$ cat src/design/rpsc_params.svh
`ifndef RPSC_PARAMS_SVH
`define RPSC_PARAMS_SVH
// ----------------------------------------------------------------
// fixed reset-time pin levels and strap defaults
// ----------------------------------------------------------------
`define RPSC_CPU_RST_LVL 1'h0
`define RPSC_SCK_LVL 1'h0
`define RPSC_ST_LVL 3'h0
`define RPSC_GNT_LVL 1'h1
`define RPSC_STB_COMP_LVL 1'h1
`define RPSC_BIT8_NORMAL_LVL 1'h0
`define RPSC_BIT8_ENH_LVL 1'h1
`define RPSC_STRAP_RESET 1'h1
`define RPSC_HA7_POS 7
`define RPSC_CLK_DIV 4
`endif

$ cat src/design/rpsc_pkg.sv
package rpsc_pkg;
    typedef enum logic [1:0] {
        RPSC_ST_RESET = 2'b01,
        RPSC_ST_RUN = 2'b10
    } rpsc_state_t;

    typedef struct packed {
        logic host_addr_bit7_strap;
        logic hub_link_enhanced;
    } rpsc_straps_t;

    typedef struct packed {
        logic chan_a_host_clock_out;
        logic chan_b_host_clock_out;
        logic chan_a_ref_clock_out;
        logic chan_b_ref_clock_out;
    } rpsc_clks_t;
endpackage : rpsc_pkg

$ cat src/design/rpsc_clkgen.sv
`timescale 1ns/100ps
`include "rpsc_params.svh"
// free-running clock outputs; deliberately not reset by system reset
module rpsc_clkgen
    import rpsc_pkg::*;
#(
    parameter int DIV = `RPSC_CLK_DIV
) (
    input wire logic clk,
    output rpsc_clks_t clks
);
    logic [7:0] cnt_r = 8'h00;
    logic lvl_r = 1'b0;

    always_ff @(posedge clk) begin
        if (cnt_r == 8'(DIV / 2 - 1)) begin
            cnt_r <= 8'h00;
            lvl_r <= ~lvl_r;
        end else begin
            cnt_r <= cnt_r + 8'h01;
        end
    end

    assign clks = '{lvl_r, lvl_r, lvl_r, lvl_r};
endmodule : rpsc_clkgen

$ cat src/design/rpsc_top.sv
// Overview of operation
// - capture strap bit7 at reset release; pin tristated
// - memory channel host and reference clocks keep running in reset; serial clocks held low
// - sideband address inputs isolated during reset
// - fixed levels on listed outputs in reset
// - bus outputs tri-stated, inputs active, in reset
// - hub link pattern depends on mode strap
`timescale 1ns/100ps
`include "rpsc_params.svh"
module rpsc_top
    import rpsc_pkg::*;
#(
    parameter int SBA_W = 8
) (
    input wire logic CLK,
    input wire logic RST_B,
    input wire logic HUB_LINK_ENHANCED_STRAP_N,
    input wire logic HOST_ADDR_BIT7_STRAP_I,
    input wire logic [SBA_W-1:0] SBA_I,
    input wire logic FUNC_CPU_RESET_N,
    input wire logic FUNC_HOST_OUT,
    input wire logic FUNC_HOST_OE_N,
    input wire logic FUNC_MEM_OE_N,
    input wire logic FUNC_GFX_OE_N,
    input wire logic FUNC_HUB_OE_N,
    input wire logic FUNC_HUB_BIT8,
    input wire logic FUNC_HUB_STROBE_COMP,
    input wire logic [2:0] FUNC_GFX_STATUS,
    input wire logic FUNC_GFX_GRANT_N,
    input wire logic FUNC_SCK,
    output logic PROCESSOR_RESET_OUT_N,
    output logic HOST_ADDR_BIT7_OE_N,
    output logic HOST_ADDR_BIT7_O,
    output logic HOST_BUS_OE_N,
    output logic MEM_CHAN_OE_N,
    output logic GFX_HANDSHAKE_OE_N,
    output logic CHAN_A_SERIAL_CLOCK,
    output logic CHAN_B_SERIAL_CLOCK,
    output logic [2:0] GFX_STATUS,
    output logic GFX_GRANT_N,
    output logic HUB_LINK_FIRST_BIT8,
    output logic HUB_LINK_FIRST_STROBE_COMP,
    output logic HUB_LINK_LOW_OE_N,
    output logic HUB_LINK_OTHER_OE_N,
    output logic [SBA_W-1:0] SBA_INTERNAL,
    output rpsc_straps_t STRAPS,
    output rpsc_clks_t MEM_CLKS
);
    // ----------------------------------------------------------------
    // reset state
    // ----------------------------------------------------------------
    rpsc_state_t state_r;
    rpsc_state_t state_nxt;
    logic in_rst;

    always_comb begin
        state_nxt = state_r;
        case (state_r)
            RPSC_ST_RESET: begin
                state_nxt = RPSC_ST_RUN;
            end
            RPSC_ST_RUN: begin
                state_nxt = RPSC_ST_RUN;
            end
            default: begin
                state_nxt = RPSC_ST_RESET;
            end
        endcase
    end

    always_ff @(posedge CLK) begin
        if (!RST_B) begin
            state_r <= RPSC_ST_RESET;
        end else begin
            state_r <= state_nxt;
        end
    end

    // the first cycle after release still counts as reset: the straps are
    // latched then, and the sideband gate opens only once they are in
    assign in_rst = (state_r == RPSC_ST_RESET);

    // ----------------------------------------------------------------
    // straps: latched on the first clock after release, while the
    // board still holds the strap levels
    // ----------------------------------------------------------------
    logic strap_enh;

    // live mode strap; low on the pin selects the enhanced pattern
    assign strap_enh = ~HUB_LINK_ENHANCED_STRAP_N;

    always_ff @(posedge CLK) begin
        if (!RST_B) begin
            STRAPS <= '{`RPSC_STRAP_RESET, 1'b0};
        end else if (in_rst) begin
            STRAPS.host_addr_bit7_strap <= HOST_ADDR_BIT7_STRAP_I;
            STRAPS.hub_link_enhanced <= strap_enh;
        end
    end

    // ----------------------------------------------------------------
    // processor reset
    // ----------------------------------------------------------------
    always_ff @(posedge CLK) begin
        if (!RST_B) begin
            PROCESSOR_RESET_OUT_N <= `RPSC_CPU_RST_LVL;
        end else begin
            PROCESSOR_RESET_OUT_N <= FUNC_CPU_RESET_N;
        end
    end

    // ----------------------------------------------------------------
    // memory channel serial clocks
    // ----------------------------------------------------------------
    always_ff @(posedge CLK) begin
        if (!RST_B) begin
            CHAN_A_SERIAL_CLOCK <= `RPSC_SCK_LVL;
            CHAN_B_SERIAL_CLOCK <= `RPSC_SCK_LVL;
        end else begin
            CHAN_A_SERIAL_CLOCK <= FUNC_SCK;
            CHAN_B_SERIAL_CLOCK <= FUNC_SCK;
        end
    end

    // ----------------------------------------------------------------
    // graphics status and grant
    // ----------------------------------------------------------------
    always_ff @(posedge CLK) begin
        if (!RST_B) begin
            GFX_STATUS <= `RPSC_ST_LVL;
        end else begin
            GFX_STATUS <= FUNC_GFX_STATUS;
        end
    end

    // grant is active low, so the high reset level means no grant
    always_ff @(posedge CLK) begin
        if (!RST_B) begin
            GFX_GRANT_N <= `RPSC_GNT_LVL;
        end else begin
            GFX_GRANT_N <= FUNC_GFX_GRANT_N;
        end
    end

    // ----------------------------------------------------------------
    // host bus: outputs float in reset, input buffers stay live
    // ----------------------------------------------------------------
    always_ff @(posedge CLK) begin
        if (!RST_B) begin
            HOST_BUS_OE_N <= 1'b1;
        end else begin
            HOST_BUS_OE_N <= FUNC_HOST_OE_N;
        end
    end

    // the strap pin joins the host enable on the strap edge itself, like the rest of the
    // host bus; the board level is sampled at that edge, just before the pin can drive
    always_ff @(posedge CLK) begin
        if (!RST_B) begin
            HOST_ADDR_BIT7_OE_N <= 1'b1;
        end else begin
            HOST_ADDR_BIT7_OE_N <= FUNC_HOST_OE_N;
        end
    end

    always_ff @(posedge CLK) begin
        if (!RST_B) begin
            HOST_ADDR_BIT7_O <= 1'b0;
        end else begin
            HOST_ADDR_BIT7_O <= FUNC_HOST_OUT;
        end
    end

    // ----------------------------------------------------------------
    // memory channel and graphics handshake enables
    // ----------------------------------------------------------------
    always_ff @(posedge CLK) begin
        if (!RST_B) begin
            MEM_CHAN_OE_N <= 1'b1;
        end else begin
            MEM_CHAN_OE_N <= FUNC_MEM_OE_N;
        end
    end

    always_ff @(posedge CLK) begin
        if (!RST_B) begin
            GFX_HANDSHAKE_OE_N <= 1'b1;
        end else begin
            GFX_HANDSHAKE_OE_N <= FUNC_GFX_OE_N;
        end
    end

    // ----------------------------------------------------------------
    // first hub link: the reset pattern follows the live mode strap
    // ----------------------------------------------------------------
    always_ff @(posedge CLK) begin
        if (!RST_B) begin
            if (strap_enh) begin
                HUB_LINK_FIRST_BIT8 <= `RPSC_BIT8_ENH_LVL;
            end else begin
                HUB_LINK_FIRST_BIT8 <= `RPSC_BIT8_NORMAL_LVL;
            end
        end else begin
            HUB_LINK_FIRST_BIT8 <= FUNC_HUB_BIT8;
        end
    end

    // in enhanced mode the complement strobe floats under the other-bits
    // enable, so its level only reaches the pin in normal mode
    always_ff @(posedge CLK) begin
        if (!RST_B) begin
            HUB_LINK_FIRST_STROBE_COMP <= `RPSC_STB_COMP_LVL;
        end else begin
            HUB_LINK_FIRST_STROBE_COMP <= FUNC_HUB_STROBE_COMP;
        end
    end

    // low data bits float in both modes; the other data and strobe bits
    // are driven in normal mode and float in enhanced mode
    always_ff @(posedge CLK) begin
        if (!RST_B) begin
            HUB_LINK_LOW_OE_N <= 1'b1;
            HUB_LINK_OTHER_OE_N <= strap_enh;
        end else begin
            HUB_LINK_LOW_OE_N <= FUNC_HUB_OE_N;
            HUB_LINK_OTHER_OE_N <= FUNC_HUB_OE_N;
        end
    end

    // ----------------------------------------------------------------
    // sideband isolation
    // ----------------------------------------------------------------
    // the raw reset term closes the gate before the state register has
    // caught up, so no pin toggle leaks through on the entry edge
    assign SBA_INTERNAL = (!RST_B || in_rst) ? '1 : SBA_I;

    // ----------------------------------------------------------------
    // memory channel host and reference clocks
    // ----------------------------------------------------------------
    // the divider has no reset on purpose: these clocks must keep
    // toggling through system reset
    rpsc_clkgen #(
        .DIV(`RPSC_CLK_DIV)
    ) u_rpsc_clkgen (
        .clk(CLK),
        .clks(MEM_CLKS)
    );
endmodule : rpsc_top

$ cat config.mk
export PLATFORM = sky130hd
export DESIGN_NAME = rpsc_top
export DESIGN_NICKNAME = d
export VERILOG_FILES = /design/src/design/rpsc_pkg.sv /design/src/design/rpsc_clkgen.sv /design/src/design/rpsc_top.sv
export VERILOG_INCLUDE_DIRS = /design/src /design/src/design
export SDC_FILE = /design/constraint.sdc
export NUM_CORES = 1
export LEC_CHECK = 0
export BUFFER_PORTS_ARGS = -buffer_cell sky130_fd_sc_hd__buf_2
export CAP_MARGIN = 20
export CORE_MARGIN = 2
export CORE_UTILIZATION = 30
export CTS_BUF_LIST = sky130_fd_sc_hd__clkbuf_8
export CTS_CLUSTER_SIZE = 10
export DETAILED_ROUTE_END_ITERATION = 12
export GPL_TIMING_DRIVEN = 0
export PLACE_DENSITY = 0.68
export SLEW_MARGIN = 5
export SYNTH_ARGS = -nofsm -noshare
export SYNTH_HDL_FRONTEND = slang
export SYNTH_SLANG_ARGS = --single-unit
export TNS_END_PERCENT = 50
$ cat constraint.sdc
create_clock -name CLK -period 3.8 [get_ports CLK]
set_clock_uncertainty 0.15 [all_clocks]
set_input_delay 0.38 -clock CLK [delete_from_list [all_inputs] [get_ports CLK]]
set_output_delay 0.38 -clock CLK [all_outputs]
set_load 0.02 [all_outputs]
Yosys cells after proc, flatten, opt, wreduce, memory -nomap -nowiden
Index checks and enable logic that the tools add are counted.
{"block": "word_totals", "ff_bits": 27, "elab_cells": 31, "rom_bits": 0, "mem_bits_rw": 0, "latchBits": 0, "memories": 0}
{"block": "op_classes", "n_shift": 0, "eq_ne": 3, "bitwise_logic": 2, "n_reduce_logical": 3, "addsub": 1, "n_lt_le_gt_ge": 0, "n_mux": 5, "n_div": 0, "n_mul": 0}
{"cell": "8-bit by 1-bit adder with 8-bit output (second input constant)", "n": 1}
{"cell": "8-bit by 1-bit == test with 1-bit output (second input constant)", "n": 1}
{"cell": "8-bit two-way mux", "n": 1}
{"cell": "1-bit two-way mux", "n": 3}
{"cell": "2-bit by 1-bit == test with 1-bit output (second input constant)", "n": 1}
{"cell": "2-bit == test (second input constant)", "n": 1}
{"cell": "2-bit two-way mux", "n": 1}
{"cell": "1-bit NOT", "n": 2}
{"cell": "2-bit OR reduction", "n": 1}
{"cell": "1-bit logical NOT", "n": 1}
{"cell": "1-bit logical OR", "n": 1}

Logic depth before layout (Yosys ltp)
Gate-level depths: netlist (run 1).
{"block": "depth", "depth_word": 3, "mapped_depth": 5, "ltp_nobuf": 5}

Modules after synthesis
From an unflattened synthesis (run 1), not the netlist that was laid out.
{"block": "hier_totals", "cells_unflattened": 90, "hier_area_um2": 985.9}
{"module": "rpsc_top", "instances": 1, "seq_area_each_um2": 360.3, "area_each_um2": 595.6, "cells_each": 55}
{"module": "rpsc_clkgen", "instances": 1, "seq_area_each_um2": 190.2, "area_each_um2": 390.4, "cells_each": 35}

Worst setup path before layout (run 1)
No wires, ideal clock.
{"block": "synth_path", "path_kind": "input to output", "start": "input port RST_B", "end": "output port SBA_INTERNAL[0]", "stages": 3, "n_path_buf": 1, "arrival_time_ns": 1.052, "path_slack_ns": 2.218, "required_ns": 3.270, "path_cell_list": "clkbuf_1 > and2b_1 > nand2b_1"}
{"block": "synth_between", "elab_chain_len": 3}
{"item": "start, declared", "line_no": "rpsc_top.sv:16", "rtl": "input wire logic RST_B,"}
{"item": "1-bit logical NOT", "line_no": "rpsc_top.sv:235", "rtl": "assign SBA_INTERNAL = (!RST_B || in_rst) ? '1 : SBA_I;"}
{"item": "1-bit logical OR", "line_no": "rpsc_top.sv:235"}
{"item": "8-bit two-way mux", "line_no": "rpsc_top.sv:235"}
{"item": "end, declared", "line_no": "rpsc_top.sv:45", "rtl": "output logic [SBA_W-1:0] SBA_INTERNAL,"}
Every way passes these cells.

Worst setup path in the final report (run 1)
{"block": "layout_path", "start": "register state_r[1]", "end": "output port SBA_INTERNAL[5]"}
{"block": "layout_between", "elab_chain_len": 3}
{"item": "start, declared", "line_no": "rpsc_top.sv:52", "rtl": "rpsc_state_t state_r;"}
{"item": "start signal, assigned", "line_no": "rpsc_top.sv:75", "rtl": "state_r <= state_nxt;"}
{"item": "2-bit by 1-bit == test with 1-bit output", "line_no": "rpsc_top.sv:81", "rtl": "assign in_rst = (state_r == RPSC_ST_RESET);"}
{"item": "1-bit logical OR", "line_no": "rpsc_top.sv:235"}
{"item": "8-bit two-way mux", "line_no": "rpsc_top.sv:235"}
Every way passes these cells.

==> run metrics, run 1 <==
outcome complete, no violations; final setup violation count 0; final hold violations 0; P_sw about 0.00018 W; Overall Global Routing Usage 0.107; largest net degree at the start of global routing 16; Row Count 20; post-synthesis sequential area ratio 0.561; Pwr Density ~460 nW/µm²; Total Wirelength about 1800 µm; initial antenna violation count 0; Gate power share 0.236; Clk pwr share 0.252; Via density 4.01; post-CTS setup repair buffer count 0; Distinct cells, synth 23; #FFs+latches synth 27; # H-tree levels 1; Worst path slowest cell and2b_1; fin cells 192; Reg power frac 0.511; max incr delay on CP about 0.35 ns; commonest non-fill, non-tap cell in the layout buf_2; Initial Util 0.319; Worst-Margin Slew 0.358 ns; vias in the first global route approximately 760; fmax around 500 MHz; crit share post-route 0.523; Die Y about 61 µm; Mapped Cells 91; WL/cell ~9.5 µm; CP Cell Sequence inv_1 -> ha_1 -> and2b_1 -> nand2b_1 -> buf_2; Syn Area/Cell around 11 µm²; Residual DRC 0; core area about 3100 µm²; final-report max-slew violation count 0; critical path capture point type primary output; GPL Wtd Cong between 0.7 and 0.8; Pint 0.000442 W; Layout area overhead 37.4%; Leak around 0.63 nW; critical path type reg2out; Hold Path Class in2reg; clock tree root buffer cell clkbuf_8; final setup TNS 0 ns; drt first pass iters 4; CTS tree built; Nets around 180; die area roughly 3700 µm²; Critical Path RT 3.27 ns; Crit path buffers/inverters 2; Die X-Extent ~60 µm; ant diodes 0; Ports 55; layout cells sized above 1 0.453; GRT Residual Overflow 0; # port buffers 53; Worst Path Max Fanout 8; Final min period 1.99 ns; Max-slew headroom 0.761; Worst EP arrival ~1.5 ns; clock sink count 27; Post-Syn Area around 980 µm²; CP startpoint kind flip-flop; Antenna Nets Post-Route 0; Max Cap Viol 0; Syn. warnings 0; Max IR drop VDD 0.242 mV; worst skew pair latency between 0.2 and 0.3 ns; post-DP HPWL 1500 µm; CTS Hold Bufs 0; post-CTS sizing 0; Cells after DPL approximately 190; CTS Buffer Depth 2; DRT iter0 DRCs 15; routed via count around 770; filler instances between 300 and 400; RSZ-0062 raised after global routing false; Synth Net Count 119; Worst-path clk slew about 0.090 ns; most frequent cells in the layout buf_2, dfxtp_1, nand2b_1; sw frac 0.290; CP delay by family, top simple AND/OR/NAND/NOR gates; first-pass GRT wire length around 2900 µm; total CTS buffers 3
==> power by group through the flow <==
stage	logic, W	clock network [W]	registers (W)
after detailed placement	0.000150	0	0.000324
after CTS	0.000150	0.000165	0.000318
after floorplan	0.0000753	0	0.000344
after global placement	0.000144	0	0.000324
after global routing	0.000163	0.000175	0.000321
final	0.000147	0.000157	0.000318
==> state kept, by name (all words and copies together) (netlist names), 2 cells and up <==
signal,count
GFX_STATUS,3
STRAPS,2
state_r,2
u_rpsc_clkgen.cnt_r,8
==> cell type report <==
cell class,instances,area (µm²),area share
well taps,44,55.1,0.0409
repair buffers,53,265,0.197
clock buffers,3,41.3,0.0306
plain buffers,8,52.6,0.0390
clock inverters,1,5.00,0.00371
inverters,4,15.0,0.0111
multi-input cells,52,363,0.269
flip-flops and latches,27,551,0.409
==> path summary, 6_finish.rpt <==
kind	from	end	slack (ns)	cells after the start
setup / recovery	state_r[1]$_SDFF_PN0_	SBA_INTERNAL[5]	1.81	5
hold / removal	FUNC_GFX_OE_N	GFX_HANDSHAKE_OE_N$_SDFF_PN1_	0.14	2
setup reg to reg	u_rpsc_clkgen.cnt_r[0]$_SDFF_PN0_	u_rpsc_clkgen.lvl_r$_DFFE_PN_	2.23	3
hold reg to reg	u_rpsc_clkgen.cnt_r[7]$_SDFF_PN0_	u_rpsc_clkgen.cnt_r[7]$_SDFF_PN0_	0.32	1
==> logic make-up (layout without fill, tap and decap cells) <==
family | count (synthesis) | after routing | synth area share
AOI/OAI and AO/OA | 4 | 4 | 0.0255
and+or+nand+nor | 38 | 38 | 0.241
buffers and inverters | 12 | 69 | 0.0689
DFF | 27 | 27 | 0.561
xor gates and xnor gates | 5 | 5 | 0.0446
adders and majority gates | 3 | 3 | 0.0383
muxes | 2 | 2 | 0.0204
==> cells in the mapped netlist <==
master	number	area share
or4_4	1	0.011
dfxtp_1	26	0.53
and2b_1	1	0.0077
nor3_4	1	0.017
and3_2	1	0.0077
o211a_1	1	0.010
nor2b_1	1	0.0064
xnor2_1	5	0.045
ha_1	3	0.038
inv_1	4	0.015
nand3_1	5	0.026
buf_4	6	0.046
o21ai_1	1	0.0051
nand2_1	4	0.015
nor2_1	2	0.0077
nand2b_1	14	0.089
or2b_2	1	0.0089
mux2i_1	2	0.020
edfxtp_1	1	0.031
and3_1	1	0.0064
and2_1	6	0.038
clkbuf_1	2	0.0077
o21ai_0	2	0.010
==> metrics by stage <==
step	total power, W	instance area [µm²]	worst slack, ns	utilization	hold WS [ns]
after global placement	0.000468	1300	2.01	0.423	0.302
after CTS	0.000632	1350	1.79	0.438	0.130
after global routing	0.000659	1350	1.69	0.438	0.131
after detailed placement	0.000474	1300	1.99	0.423	0.304
final	0.000622	1350	1.81	0.438	0.136
after floorplan	0.000419	981	2.22	-	0.285
==> routing by layer <==
layer / track usage / part of all wire / up-vias / routed length, µm
met5: 0 / 0 / - / 0
met4: 0.0559 / 0.020 / 0 / 36
met3: 0.0315 / 0.081 / 4 / 148
met2: 0.182 / 0.46 / 37 / 844
met1: 0.121 / 0.44 / 332 / 800
li1: - / - / 396 / -
(Power assumes the default switching activity.)
==> run 2: changes to the inputs <==
--- a/config.mk
+++ b/config.mk
@@ -14,7 +14,7 @@
 export CTS_CLUSTER_SIZE = 10
 export DETAILED_ROUTE_END_ITERATION = 12
 export GPL_TIMING_DRIVEN = 0
-export PLACE_DENSITY = 0.68
+export PLACE_DENSITY = 0.7
 export SLEW_MARGIN = 5
 export SYNTH_ARGS = -nofsm -noshare
 export SYNTH_HDL_FRONTEND = slang
==> constraint.sdc (replaced) <==
create_clock -name CLK -period 1.8 [get_ports CLK]
set_clock_uncertainty 0.15 [all_clocks]
set_input_delay 0.18 -clock CLK [delete_from_list [all_inputs] [get_ports CLK]]
set_output_delay 0.18 -clock CLK [all_outputs]
set_load 0.02 [all_outputs]
==> run metrics, run 2 (same netlist as run 1, synthesis figures left out) <==
initial antenna violation count 0 (unchanged); Max Cap Viol 0 (unchanged); met2 wire length 1170 µm (+39%); GPL Wtd Cong 0.688 (-12%); wire length on met1 815 µm (+1.9%); largest net degree at the start of global routing 16 (unchanged); Worst path slowest cell dfxtp_1; post-DP HPWL 1520 µm (+1.1%); total CTS buffers 3 (unchanged); Antenna Nets Post-Route 0 (unchanged); vias in the first global route 799 (+5.3%); Hold Path Class in2reg; clock tree root buffer cell clkbuf_8; CTS Buffer Depth 2 (unchanged); filler instances 287 (-11%); Critical Path RT 1.47 ns (-1.80 ns); worst skew pair latency 0.26 ns (about the same); drt first pass iters 4 (unchanged); Total Wirelength 2170 µm (+18%); final setup violation count 0 (unchanged); Layout area overhead 54.2%; # H-tree levels 1 (unchanged); critical path type reg2out; die area 3740 µm² (unchanged); Die X-Extent 61.2 µm (unchanged); crit share post-route 0.931; Row Count 20 (unchanged); Fin Hold WS 0.0672 ns (-0.0692 ns); Worst Path Max Fanout 8 (unchanged); biggest regs u_rpsc_clkgen.cnt_r (8), GFX_STATUS (3); Via density 4.08 (+1.9%); first-pass GRT wire length 3180 µm (+10%); Nets 193 (+9.0%); Overall Global Routing Usage 0.116 (+0.00836); CP startpoint state_r[1]$_SDFF_PN0_; Pwr Density 895 nW/µm² (+94%); DRT iter0 DRCs 29 (+14); metal3 WL 155 µm (+4.7%); WHS Path Cells 2 (unchanged); top sig layer met4; Levels on crit path 5 (unchanged); Worst EP arrival 1.35 ns (-0.11 ns); Max IR drop VDD 0.476 mV (+96%); Worst-Margin Slew 0.374 ns (+0.0160 ns); RSZ-0062 raised after global routing false; final-report max-slew violation count 0 (unchanged); fmax 597 MHz; Max-slew headroom 0.751 (-0.0107); core area 3080 µm² (unchanged); most frequent cells in the layout buf_2, dfxtp_1, dlygate4sd3_1; # port buffers 53 (unchanged); max reg flops 8 (unchanged); layout cells sized above 1 0.421 (-0.0320); final hold violations 0 (unchanged); CP Cell Sequence inv_1 -> ha_2 -> and2b_4 -> nand2b_1 -> buf_2; final setup TNS 0 ns (unchanged); clock sink count 27 (unchanged); Leak 0.699 nW (+10%); Residual DRC 0 (unchanged); Initial Util 0.319 (unchanged); CTS tree built; Final min period about 1.7 ns; Crit path buffers/inverters 2 (unchanged); CP delay by family, top simple AND/OR/NAND/NOR gates; outcome complete, no violations; Die Y 61.2 µm (unchanged); Most flops, register u_rpsc_clkgen.cnt_r; CP startpoint kind flip-flop; r2r worst-path depth 3 (unchanged); GRT Residual Overflow 0 (unchanged); critical path capture point type primary output; Ports 55 (unchanged); WL/cell 10.4 µm (+9.3%); hold_sp RST_B; R2R Path Start u_rpsc_clkgen.cnt_r[0]$_SDFF_PN0_; routed via count 849 (+10%); commonest non-fill, non-tap cell in the layout buf_2; ant diodes 0 (unchanged); Worst-path clk slew 0.09 ns (about the same); max incr delay on CP 0.32 ns (-0.03 ns)
==> run 2: cell count changes in the layout (fill, tap and decap cells not counted), sizes merged <==
cell,change
dlygate4sd3,+16
==> run 2: worst paths after layout <==
kind	end	slack, ns
worst min register to register	u_rpsc_clkgen.cnt_r[4]$_SDFF_PN0_	0.34
worst min-delay path	STRAPS[1]$_SDFFE_PN1N_	0.07
worst max-delay path	SBA_INTERNAL[6]	0.12
worst max register to register	u_rpsc_clkgen.lvl_r$_DFFE_PN_	0.24
==> run 2: cell type report <==
class / count / area [µm²] / share of cell area
Buffer: 8 / 52.6 / 0.0347
Clock buffer: 3 / 41.3 / 0.0273
Clock inverter: 1 / 5.00 / 0.00331
Inverter: 4 / 15.0 / 0.00993
Multi-Input combinational cell: 52 / 368 / 0.243
Sequential cell: 27 / 551 / 0.364
Tap cell: 44 / 55.1 / 0.0364
Timing Repair Buffer: 69 / 425 / 0.281
==> run 2: power by group <==
group	switching (W)	internal (W)
Combinational	0.000190	0.000158
Clock	0.000177	0.000155
Sequential	0.0000198	0.000654
Total	0.000387	0.000967
==> run 2: per-stage QoR <==
step | worst slack, ns | total power (W) | utilization | cell area (µm²) | cells
2_1_floorplan | 0.318 | 0.000886 | - | 981 | 91
3_3_place_gp | 0.249 | 0.000986 | 0.423 | 1300 | 188
3_5_place_dp | 0.238 | 0.000998 | 0.423 | 1300 | 188
4_1_cts | 0.0494 | 0.00136 | 0.490 | 1510 | 208
5_1_grt | 0.0203 | 0.00143 | 0.491 | 1510 | 208
6_report | 0.124 | 0.00135 | 0.491 | 1510 | 208
==> run 2: routing by layer <==
layer	vias up	GRT usage
met2	38	0.225
met1	380	0.119
met4	0	0.0435
li1	427	-
met3	4	0.0252
met5	-	0
==> run 2: what timing repair did <==
action / CTS / global route
gates resized for setup: 1 / 2
gates cloned: 0 / 0
hold buffers: 16 / 0
setup endpoints to repair: 1 / 3
buffers inserted: 0 / 0
endpoints found under the hold margin: 15 / 0
